<file path="config.mk">
export PLATFORM = sky130hd
export DESIGN_NAME = fatc_top
export DESIGN_NICKNAME = d
export VERILOG_FILES = /design/src/fatc_pkg.sv /design/src/fatc_top.sv
export VERILOG_INCLUDE_DIRS = /design/src
export SDC_FILE = /design/constraint.sdc
export NUM_CORES = 1
export LEC_CHECK = 0
export ABC_AREA = 1
export BUFFER_PORTS_ARGS = -buffer_cell sky130_fd_sc_hd__buf_2
export CAP_MARGIN = 20
export CORE_UTILIZATION = 65
export CTS_CLUSTER_DIAMETER = 100
export CTS_CLUSTER_SIZE = 40
export DETAILED_ROUTE_END_ITERATION = 10
export MAX_ROUTING_LAYER = met4
export PLACE_DENSITY = 0.93
export RECOVER_POWER = 50
export SYNTH_ARGS = -nofsm -noshare
export SYNTH_HDL_FRONTEND = slang
export SYNTH_SLANG_ARGS = --single-unit
</file>
<file path="constraint.sdc">
create_clock -name I_CLK -period 21.4 [get_ports I_CLK]
set_input_delay 2.14 -clock I_CLK [delete_from_list [all_inputs] [get_ports I_CLK]]
set_output_delay 2.14 -clock I_CLK [all_outputs]
set_load 0.05 [all_outputs]
</file>
<file path="src/fatc_params.svh">
`ifndef FATC_PARAMS_SVH
`define FATC_PARAMS_SVH
`define FATC_ADDR_CTRL 8'h00
`define FATC_ADDR_CMD 8'h04
`define FATC_ADDR_EXPO 8'h08
`define FATC_ADDR_READOUT 8'h0C
`define FATC_ADDR_PERIOD 8'h10
`define FATC_ADDR_COUNT 8'h14
`define FATC_ADDR_STATUS 8'h18
`define FATC_CTRL_MODE_LSB 0
`define FATC_CTRL_TRIG_ON 2
`define FATC_CTRL_SRC_EXT 3
`define FATC_CTRL_FALLING 4
`define FATC_CTRL_WIDTH 5
`define FATC_CMD_START 0
`define FATC_CMD_STOP 1
`define FATC_CMD_SOFT 2
`define FATC_RST_EXPO 32'h000003E8
`define FATC_RST_READOUT 32'h00000100
`define FATC_RST_PERIOD 32'h00001000
`define FATC_RST_COUNT 8'h01
`define FATC_SETUP_CYCLES 32'h00000010
`define FATC_MIN_PULSE_NS 1000
`define FATC_CLK_MHZ 200
`define FATC_MIN_PULSE_CYC ((`FATC_MIN_PULSE_NS * `FATC_CLK_MHZ + 999) / 1000)
`endif

</file>
<file path="src/fatc_pkg.sv">
package fatc_pkg;
  typedef enum logic [1:0] {
    FATC_SINGLE_type_val = 2'h0,
    FATC_MULTI_type_val = 2'h1,
    FATC_CONT_type_val = 2'h2
  } fatc_acqmode_type;
  typedef struct packed {
    logic [2:0] cmd;
    logic [31:0] data;
  } fatc_cmd_type;
endpackage

</file>
<file path="src/fatc_top.sv">
`timescale 1ns/1ps
`include "fatc_params.svh"
// Notes on behaviour
// - No frame is acquired until a start command is in effect.
// - Single-frame mode disarms itself after one frame completes.
// - Continuous mode stays armed over frames until stop.
// - Stop while waiting disarms at once.
// - Stop during a frame lets it finish, then disarms.
// - Multi-frame stops after accepted triggers equal programmed count.
// - Accepted trigger leaves waiting, exposes, then reads out a frame.
// - Waiting state returns as soon as a new trigger can be accepted.
// - Trigger off: an internal period generator makes triggers.
// - Triggers outside the waiting state are discarded.
// - Trigger on: each accepted source trigger starts exactly one frame.
// - Software source: each soft command is one trigger.
// - External source: each valid edge is one trigger.
// - External timed mode exposes for the programmed time.
// - External width mode exposes while the pulse is active.
// - Continuous mode: each accepted trigger acquires and sends a frame.
// - Single-frame mode runs a 16-cycle setup phase before each frame.
// - External pulses shorter than one microsecond are ignored.
// - Polarity setting picks rising or falling edge as start.
module fatc_top (
  input wire logic I_CLK,
  input wire logic I_RST,
  input wire logic [7:0] I_WB_ADR,
  input wire logic [31:0] I_WB_DAT,
  input wire logic [3:0] I_WB_SEL,
  input wire logic I_WB_WE,
  input wire logic I_WB_CYC,
  input wire logic I_WB_STB,
  output logic [31:0] O_WB_DAT,
  output logic O_WB_ACK,
  input wire logic I_TRIG,
  output logic O_EXPOSE,
  output logic O_READOUT,
  output logic O_FRAME_DONE,
  output logic O_ARMED
);
  typedef enum logic [2:0] {ST_IDLE, ST_SETUP, ST_WAIT, ST_EXPOSE, ST_READ} fatc_state_type;

  ////////////////////////////////////////////////////////////////////////
  // Register bus.
  logic [31:0] ctrl_reg, expo_reg, read_reg, period_reg;
  logic [7:0] count_reg;
  logic ack_reg;
  logic [31:0] rdat_reg;
  logic err_reg;
  wire acc = I_WB_CYC && I_WB_STB && !ack_reg;
  wire wr = acc && I_WB_WE;
  wire wr_cmd = wr && (I_WB_ADR == `FATC_ADDR_CMD) && I_WB_SEL[0];
  wire cmd_start = wr_cmd && I_WB_DAT[`FATC_CMD_START];
  wire cmd_stop = wr_cmd && I_WB_DAT[`FATC_CMD_STOP];
  wire cmd_soft = wr_cmd && I_WB_DAT[`FATC_CMD_SOFT];
  wire [1:0] mode = ctrl_reg[`FATC_CTRL_MODE_LSB +: 2];
  wire trig_on = ctrl_reg[`FATC_CTRL_TRIG_ON];
  wire src_ext = ctrl_reg[`FATC_CTRL_SRC_EXT];
  wire width_mode = ctrl_reg[`FATC_CTRL_WIDTH] && src_ext;

  // Byte-lane merge, used by the control, exposure, readout and period words.
  function automatic logic [31:0] lane(input logic [31:0] old, input logic [31:0] nw, input logic [3:0] sel);
    lane = old;
    for (int b = 0; b < 4; b++) begin
      if (sel[b]) begin
        lane[b*8 +: 8] = nw[b*8 +: 8];
      end
    end
  endfunction

  fatc_state_type state_reg, state_next;
  logic armed_reg, stop_pend_reg;
  logic [7:0] taken_reg;
  logic [31:0] tmr_reg, gen_reg;
  // Status word: state in [2:0], flags in [6:4], frames taken in [14:7]; bit 3 reads zero.
  wire [31:0] status_w = {17'h00000, taken_reg, err_reg, stop_pend_reg, armed_reg, 1'b0, state_reg};
  wire [31:0] rmux =
    (I_WB_ADR == `FATC_ADDR_CTRL) ? ctrl_reg :
    (I_WB_ADR == `FATC_ADDR_EXPO) ? expo_reg :
    (I_WB_ADR == `FATC_ADDR_READOUT) ? read_reg :
    (I_WB_ADR == `FATC_ADDR_PERIOD) ? period_reg :
    (I_WB_ADR == `FATC_ADDR_COUNT) ? {24'h000000, count_reg} :
    (I_WB_ADR == `FATC_ADDR_STATUS) ? status_w : 32'h00000000;

  // Ack one cycle after the request; unmapped addresses read zero.
  always_ff @(posedge I_CLK or posedge I_RST) begin
    if (I_RST) begin
      ack_reg <= 1'b0;
      rdat_reg <= 32'h00000000;
    end else begin
      ack_reg <= acc;
      rdat_reg <= rmux;
    end
  end
  assign O_WB_ACK = ack_reg;
  assign O_WB_DAT = rdat_reg;

  // Configuration words.
  always_ff @(posedge I_CLK or posedge I_RST) begin
    if (I_RST) begin
      ctrl_reg <= 32'h00000000;
      expo_reg <= `FATC_RST_EXPO;
      read_reg <= `FATC_RST_READOUT;
      period_reg <= `FATC_RST_PERIOD;
      count_reg <= `FATC_RST_COUNT;
    end else if (wr) begin
      if (I_WB_ADR == `FATC_ADDR_CTRL) ctrl_reg <= lane(ctrl_reg, I_WB_DAT, I_WB_SEL) & 32'h0000003F;
      if (I_WB_ADR == `FATC_ADDR_EXPO) expo_reg <= lane(expo_reg, I_WB_DAT, I_WB_SEL);
      if (I_WB_ADR == `FATC_ADDR_READOUT) read_reg <= lane(read_reg, I_WB_DAT, I_WB_SEL);
      if (I_WB_ADR == `FATC_ADDR_PERIOD) period_reg <= lane(period_reg, I_WB_DAT, I_WB_SEL);
      if (I_WB_ADR == `FATC_ADDR_COUNT && I_WB_SEL[0]) count_reg <= I_WB_DAT[7:0];
    end
  end

  ////////////////////////////////////////////////////////////////////////
  // External trigger: synchroniser, polarity, and width filter.
  logic sync1_reg, sync2_reg;
  logic [15:0] hi_cnt_reg;
  wire act_lvl = sync2_reg ^ ctrl_reg[`FATC_CTRL_FALLING];
  always_ff @(posedge I_CLK or posedge I_RST) begin
    if (I_RST) begin
      sync1_reg <= 1'b0;
      sync2_reg <= 1'b0;
    end else begin
      sync1_reg <= I_TRIG;
      sync2_reg <= sync1_reg;
    end
  end

  // A pulse becomes a trigger only once it has stood for the minimum width; the trade is a fixed one-microsecond latency.
  wire ext_fire = act_lvl && (hi_cnt_reg == 16'(`FATC_MIN_PULSE_CYC - 1));
  always_ff @(posedge I_CLK or posedge I_RST) begin
    if (I_RST) begin
      hi_cnt_reg <= 16'h0000;
    end else begin
      hi_cnt_reg <= act_lvl ? ((hi_cnt_reg == 16'hFFFF) ? hi_cnt_reg : hi_cnt_reg + 16'h0001) : 16'h0000;
    end
  end

  ////////////////////////////////////////////////////////////////////////
  // Trigger selection; the internal generator counts only while waiting.
  wire gen_fire = (state_reg == ST_WAIT) && (gen_reg >= period_reg - 32'h1);
  wire trig_any = !trig_on ? gen_fire : (src_ext ? ext_fire : cmd_soft);
  wire multi_full = (mode == 2'(fatc_pkg::FATC_MULTI_type_val)) && (taken_reg >= count_reg);
  wire accept = (state_reg == ST_WAIT) && trig_any && !multi_full && !cmd_stop;
  wire tmr_done = (tmr_reg == 32'h0);
  wire expo_end = width_mode ? !act_lvl : tmr_done;
  wire single = (mode == 2'(fatc_pkg::FATC_SINGLE_type_val));
  wire last_frame = single || multi_full || stop_pend_reg || cmd_stop;

  // Sequencer next state.
  always_comb begin
    state_next = state_reg;
    unique case (state_reg)
      ST_IDLE: if (cmd_start) state_next = single ? ST_SETUP : ST_WAIT;
      ST_SETUP: if (tmr_done) state_next = ST_WAIT;
      ST_WAIT: begin
        if (cmd_stop || multi_full) state_next = ST_IDLE;
        else if (accept) state_next = ST_EXPOSE;
      end
      ST_EXPOSE: if (expo_end) state_next = ST_READ;
      ST_READ: if (tmr_done) state_next = last_frame ? ST_IDLE : ST_WAIT;
      default: state_next = ST_IDLE;
    endcase
  end

  always_ff @(posedge I_CLK or posedge I_RST) begin
    if (I_RST) begin
      state_reg <= ST_IDLE;
    end else begin
      state_reg <= state_next;
    end
  end

  // Phase timer: loaded on entry to setup, exposure and readout.
  always_ff @(posedge I_CLK or posedge I_RST) begin
    if (I_RST) begin
      tmr_reg <= 32'h0;
    end else if (state_reg == ST_IDLE && state_next == ST_SETUP) begin
      tmr_reg <= `FATC_SETUP_CYCLES - 32'h1;
    end else if (accept) begin
      tmr_reg <= (expo_reg == 32'h0) ? 32'h0 : expo_reg - 32'h1;
    end else if (state_reg == ST_EXPOSE && expo_end) begin
      tmr_reg <= (read_reg == 32'h0) ? 32'h0 : read_reg - 32'h1;
    end else if (!tmr_done) begin
      tmr_reg <= tmr_reg - 32'h1;
    end
  end

  // Internal generator and frame accounting.
  always_ff @(posedge I_CLK or posedge I_RST) begin
    if (I_RST) begin
      gen_reg <= 32'h0;
      taken_reg <= 8'h00;
      stop_pend_reg <= 1'b0;
      err_reg <= 1'b0;
      armed_reg <= 1'b0;
    end else begin
      gen_reg <= (state_reg == ST_WAIT && !gen_fire) ? gen_reg + 32'h1 : 32'h0;
      if (state_reg == ST_IDLE && cmd_start) taken_reg <= 8'h00;
      else if (accept) taken_reg <= taken_reg + 8'h01;
      if (state_next == ST_IDLE) stop_pend_reg <= 1'b0;
      else if (cmd_stop) stop_pend_reg <= 1'b1;
      // Restart during a frame is dropped; it is flagged in single and multi-frame modes, and a status write with bit 3 set clears the flag.
      if (cmd_start && (state_reg == ST_EXPOSE || state_reg == ST_READ) && !mode[1]) err_reg <= 1'b1;
      else if (wr && I_WB_ADR == `FATC_ADDR_STATUS && I_WB_DAT[3]) err_reg <= 1'b0;
      armed_reg <= (state_next != ST_IDLE);
    end
  end

  // Sensor-facing outputs, all registered.
  always_ff @(posedge I_CLK or posedge I_RST) begin
    if (I_RST) begin
      O_EXPOSE <= 1'b0;
      O_READOUT <= 1'b0;
      O_FRAME_DONE <= 1'b0;
    end else begin
      O_EXPOSE <= (state_next == ST_EXPOSE);
      O_READOUT <= (state_next == ST_READ);
      O_FRAME_DONE <= (state_reg == ST_READ) && tmr_done;
    end
  end
  assign O_ARMED = armed_reg;

  // Independent run length of the active level, so the filter is not checked against itself.
  logic [15:0] lvl_run_reg;
  always_ff @(posedge I_CLK or posedge I_RST) begin
    if (I_RST) begin
      lvl_run_reg <= 16'h0000;
    end else begin
      lvl_run_reg <= act_lvl ? lvl_run_reg + {15'h0000, lvl_run_reg != 16'hFFFF} : 16'h0000;
    end
  end
endmodule

</file>
==> results.py <==
metrics = {
    "routing": {
        "firstDrtPassIters": 6,
        "ant_nets": 0,
        "num_vias": 14700,
        "routedWlPerCell_microns": 17.9,
        "dr_wl_met2_microns": 20600,
        "drc_errors": 0,
        "drtIter0Drc": 1629,
        "top_layer": "met4",
        "wl_met3_microns": 3660,
        "drt_wl_total_microns": 44200,
        "met1_length_microns": 17700,
        "via_per_inst": 5.94,
    },
    "yosys": {
        "yosys.area_share.adder_pct": 4.02,
        "synth_nets": 2197,
        "postSynthAreaPerCell_sq_um": 7.27,
        "synth_cell_type_count": 60,
        "yosys.area_share.xor_xnor_pct": 6.03,
        "synthMuxAreaShare_pct": 0,
        "synth_top_family_by_area": "simple AND/OR/NAND/NOR gates",
        "synth_area_sq_um": 15300,
        "yosysSeqAreaShare_pct": 39.8,
        "ys.flop_type": "dfrtp_1",
        "yosys.area_share.simple_pct": 30.2,
        "ys_ff_latch": 242,
        "synth_cells": 2098,
        "synthArstFlopShare_pct": 100,
        "synth_edf_count": 0,
        "yosysWarnings": 0,
        "synth_compound_area_share_pct": 12.2,
    },
    "cells_and_area": {
        "drive_gt1_share_pct": 6.20,
        "area_growth_syn_to_layout_pct": 6.02,
        "antenna_cells": 0,
        "multi_input_area_sq_um": 7970,
        "final_cell_mix": "467 x nand2_1, 318 x nor2_1, 247 x inv_1, 233 x dfrtp_1, 216 x o21ai_0",
        "instances_no_fill": 2475,
        "mostFrequentLayoutCell": "nand2_1",
        "fillCellCount": 1917,
        "final-seq-area_sq_um": 6070,
        "fin_nets": 2257,
    },
    "worst_setup_path": {
        "cp-start-kind": "primary input",
        "reg2reg_depth": 21,
        "cp_slowest_cell": "clkbuf_1",
        "critPathMaxFanout": 117,
        "worstSetupEndpointType": "asynchronous set/reset pin",
        "cp_num_buf_inv": 4,
        "path_cells": "buf_2 > clkinvlp_2 > clkbuf_1 > buf_4",
        "crit_required_ps": 21980,
        "crit_cells": 4,
        "critPathTopFamily": "buffers and inverters",
        "slowest_delay_ps": 2890,
        "critPathKind": "primary input to asynchronous set/reset pin",
        "worstPathArrival_ps": 8910,
    },
    "clocking": {
        "clkTransAtPathRegs_ps": 150,
        "cts_setup_buffers": 0,
        "hold_buffers": 0,
        "clockRootBuffer": "clkbuf_16",
        "cts_resized": 0,
        "cts.htree.levels": 1,
        "clk_latency_ps": 510,
        "clock-sinks": 242,
        "cts-buffers-inserted": 10,
        "tritoncts": "done",
        "clockBufferDepth": 3,
    },
    "timing": {
        "fin_skew_ps": 22.1,
        "finalCritPeriodShare_pct": 38.9,
        "rsz0062_at_grt": "no",
        "fin_crit_ps": 8320,
        "worst_slew_pin_slew_ps": 5100,
        "slew_viol_final": 222,
        "finalHoldViolations": 0,
        "setup_viol": 0,
        "finalSetupTns_ps": 0,
        "worst_slew_margin_rel_pct": -242,
        "max_freq_mhz": 120,
        "fin_hold_ws_ps": 418,
    },
    "pwr": {
        "ir_drop_mv": 0.0678,
        "leakagePower_nw": 8.35,
        "power.internal_mw": 0.690,
        "swShare_pct": 37.4,
        "comb_power_share_pct": 30.1,
        "p_sw_mw": 0.412,
        "p_seq_share_pct": 46.9,
        "power_mw": 1.10,
        "p_clk_share_pct": 23.0,
        "p_per_area_nw_per_um2": 68.2,
    },
    "die": {
        "dieArea_sq_um": 24100,
        "core_sq_um": 22800,
        "num_rows": 55,
        "die_x_microns": 155,
        "io-pin-count": 87,
        "fp.dieH_microns": 155,
        "start_util_pct": 66.8,
    },
    "global_routing": {
        "antenna_found_initial": 0,
        "grt_pass1_vias": 13700,
        "grt_overflow": 0,
        "grt_max_degree": 118,
        "grt.total_usage_pct": 38.0,
        "grt_pass1_wl_microns": 69800,
    },
    "worst_hold_path": {
        "hold_path_class": "flip-flop to flip-flop",
        "min_path_cells": 0,
    },
    "run_status": {
        "outcome": "complete, but fails checks",
        "failed_checks": "capacitance limit, slew limit",
    },
    "placement": {
        "gp_congestion": 1.01,
        "io_buffers": 86,
        "hpwl_microns": 33900,
        "place_inst": 2458,
    },
    "run": {
        "maxCapViolations": 3,
    },
}
## cell type report
cell class,instances,area share (%)
multi-input combinational,1554,49.3
sequential,242,37.5
inverter,256,5.97
timing repair buffer,94,2.79
tap,313,2.42
clock buffer,13,1.75
clock inverter,3,0.271
## power groups by stage
| stage | logic (mW) | registers [mW] | clock network, mW |
|---|---|---|---|
| 4_1_cts | 0.329 | 0.515 | 0.253 |
| 3_3_place_gp | 0.317 | 0.523 | 0 |
| 2_1_floorplan | 0.239 | 0.523 | 0 |
| 5_1_grt | 0.373 | 0.520 | 0.268 |
| 6_report | 0.332 | 0.517 | 0.253 |
| 3_5_place_dp | 0.326 | 0.524 | 0 |
## cell usage after synthesis (5+ instances only)
master | number | share of area [%]
a221oi_1 | 8 | 0.46
nand3_1 | 113 | 3.7
a21oi_1 | 81 | 2.7
nand2_1 | 467 | 11
o22ai_1 | 7 | 0.29
o21ai_0 | 216 | 7.1
nor3_1 | 40 | 1.3
buf_4 | 5 | 0.25
nand4_1 | 39 | 1.6
nor4_1 | 12 | 0.49
dfrtp_1 | 233 | 38
nor2_2 | 12 | 0.49
nor2_4 | 6 | 0.44
clkbuf_1 | 29 | 0.71
inv_2 | 5 | 0.12
xor2_1 | 81 | 4.7
dfstp_2 | 9 | 1.6
nand2_2 | 5 | 0.21
nor2_1 | 319 | 7.9
nor3_2 | 5 | 0.33
xnor2_1 | 24 | 1.4
o211ai_1 | 6 | 0.30
buf_2 | 7 | 0.23
ha_1 | 49 | 4.0
inv_1 | 248 | 6.1
or2_2 | 6 | 0.25
## logic make-up after synthesis
| group | Yosys count |
|---|---|
| compound gates | 346 |
| buf+inv | 302 |
| flops | 242 |
| fa+ha+maj | 49 |
| xor+xnor | 105 |
| simple gates | 1054 |
## layer usage
metal  global-route usage [%]  vias to the layer above
met5                        -                        -
met4                     16.2                        0
met3                     3.40                      149
met2                     61.3                      806
met1                     49.6                     6826
li1                         -                     6915
## metrics by stage
stage	instance area, sq um	util, %	setup slack, ps
6_report	16200	70.8	13080
2_1_floorplan	15300	-	12630
3_3_place_gp	15900	69.6	16670
5_1_grt	16200	70.8	11630
4_1_cts	16200	71.1	16390
3_5_place_dp	15900	69.6	16490
## worst reg2reg max path, cell delays in order, from the launching register on
cell and delay, ps:
dfrtp_1 410, inv_1 130, ha_1 210, nand2_1 100, nor3_2 250, nand3_1 160
inv_1 150, nand4_1 190, nor3_1 410, nand4_1 170, xor2_1 180, ha_1 180
a21oi_1 130, nor2_1 60, nor2_1 100, nand3_1 110, nor2_1 180, nand3_1 240
nand2_4 410, clkinv_2 500, nor3_2 670, nor2_1 120
## worst paths after layout
kind                          startpoint           to  slack, ps
max                                I_RST  tmr_reg[27]      13080
min                            sync1_reg    sync2_reg        420
max reg2reg                period_reg[0]  tmr_reg[29]      16220
min reg2reg                    sync1_reg    sync2_reg        420
max in group I_CLK         period_reg[0]  tmr_reg[29]      16220
min in group asynchronous          I_RST   gen_reg[3]       3160
Power figures use the tool's default switching activity.
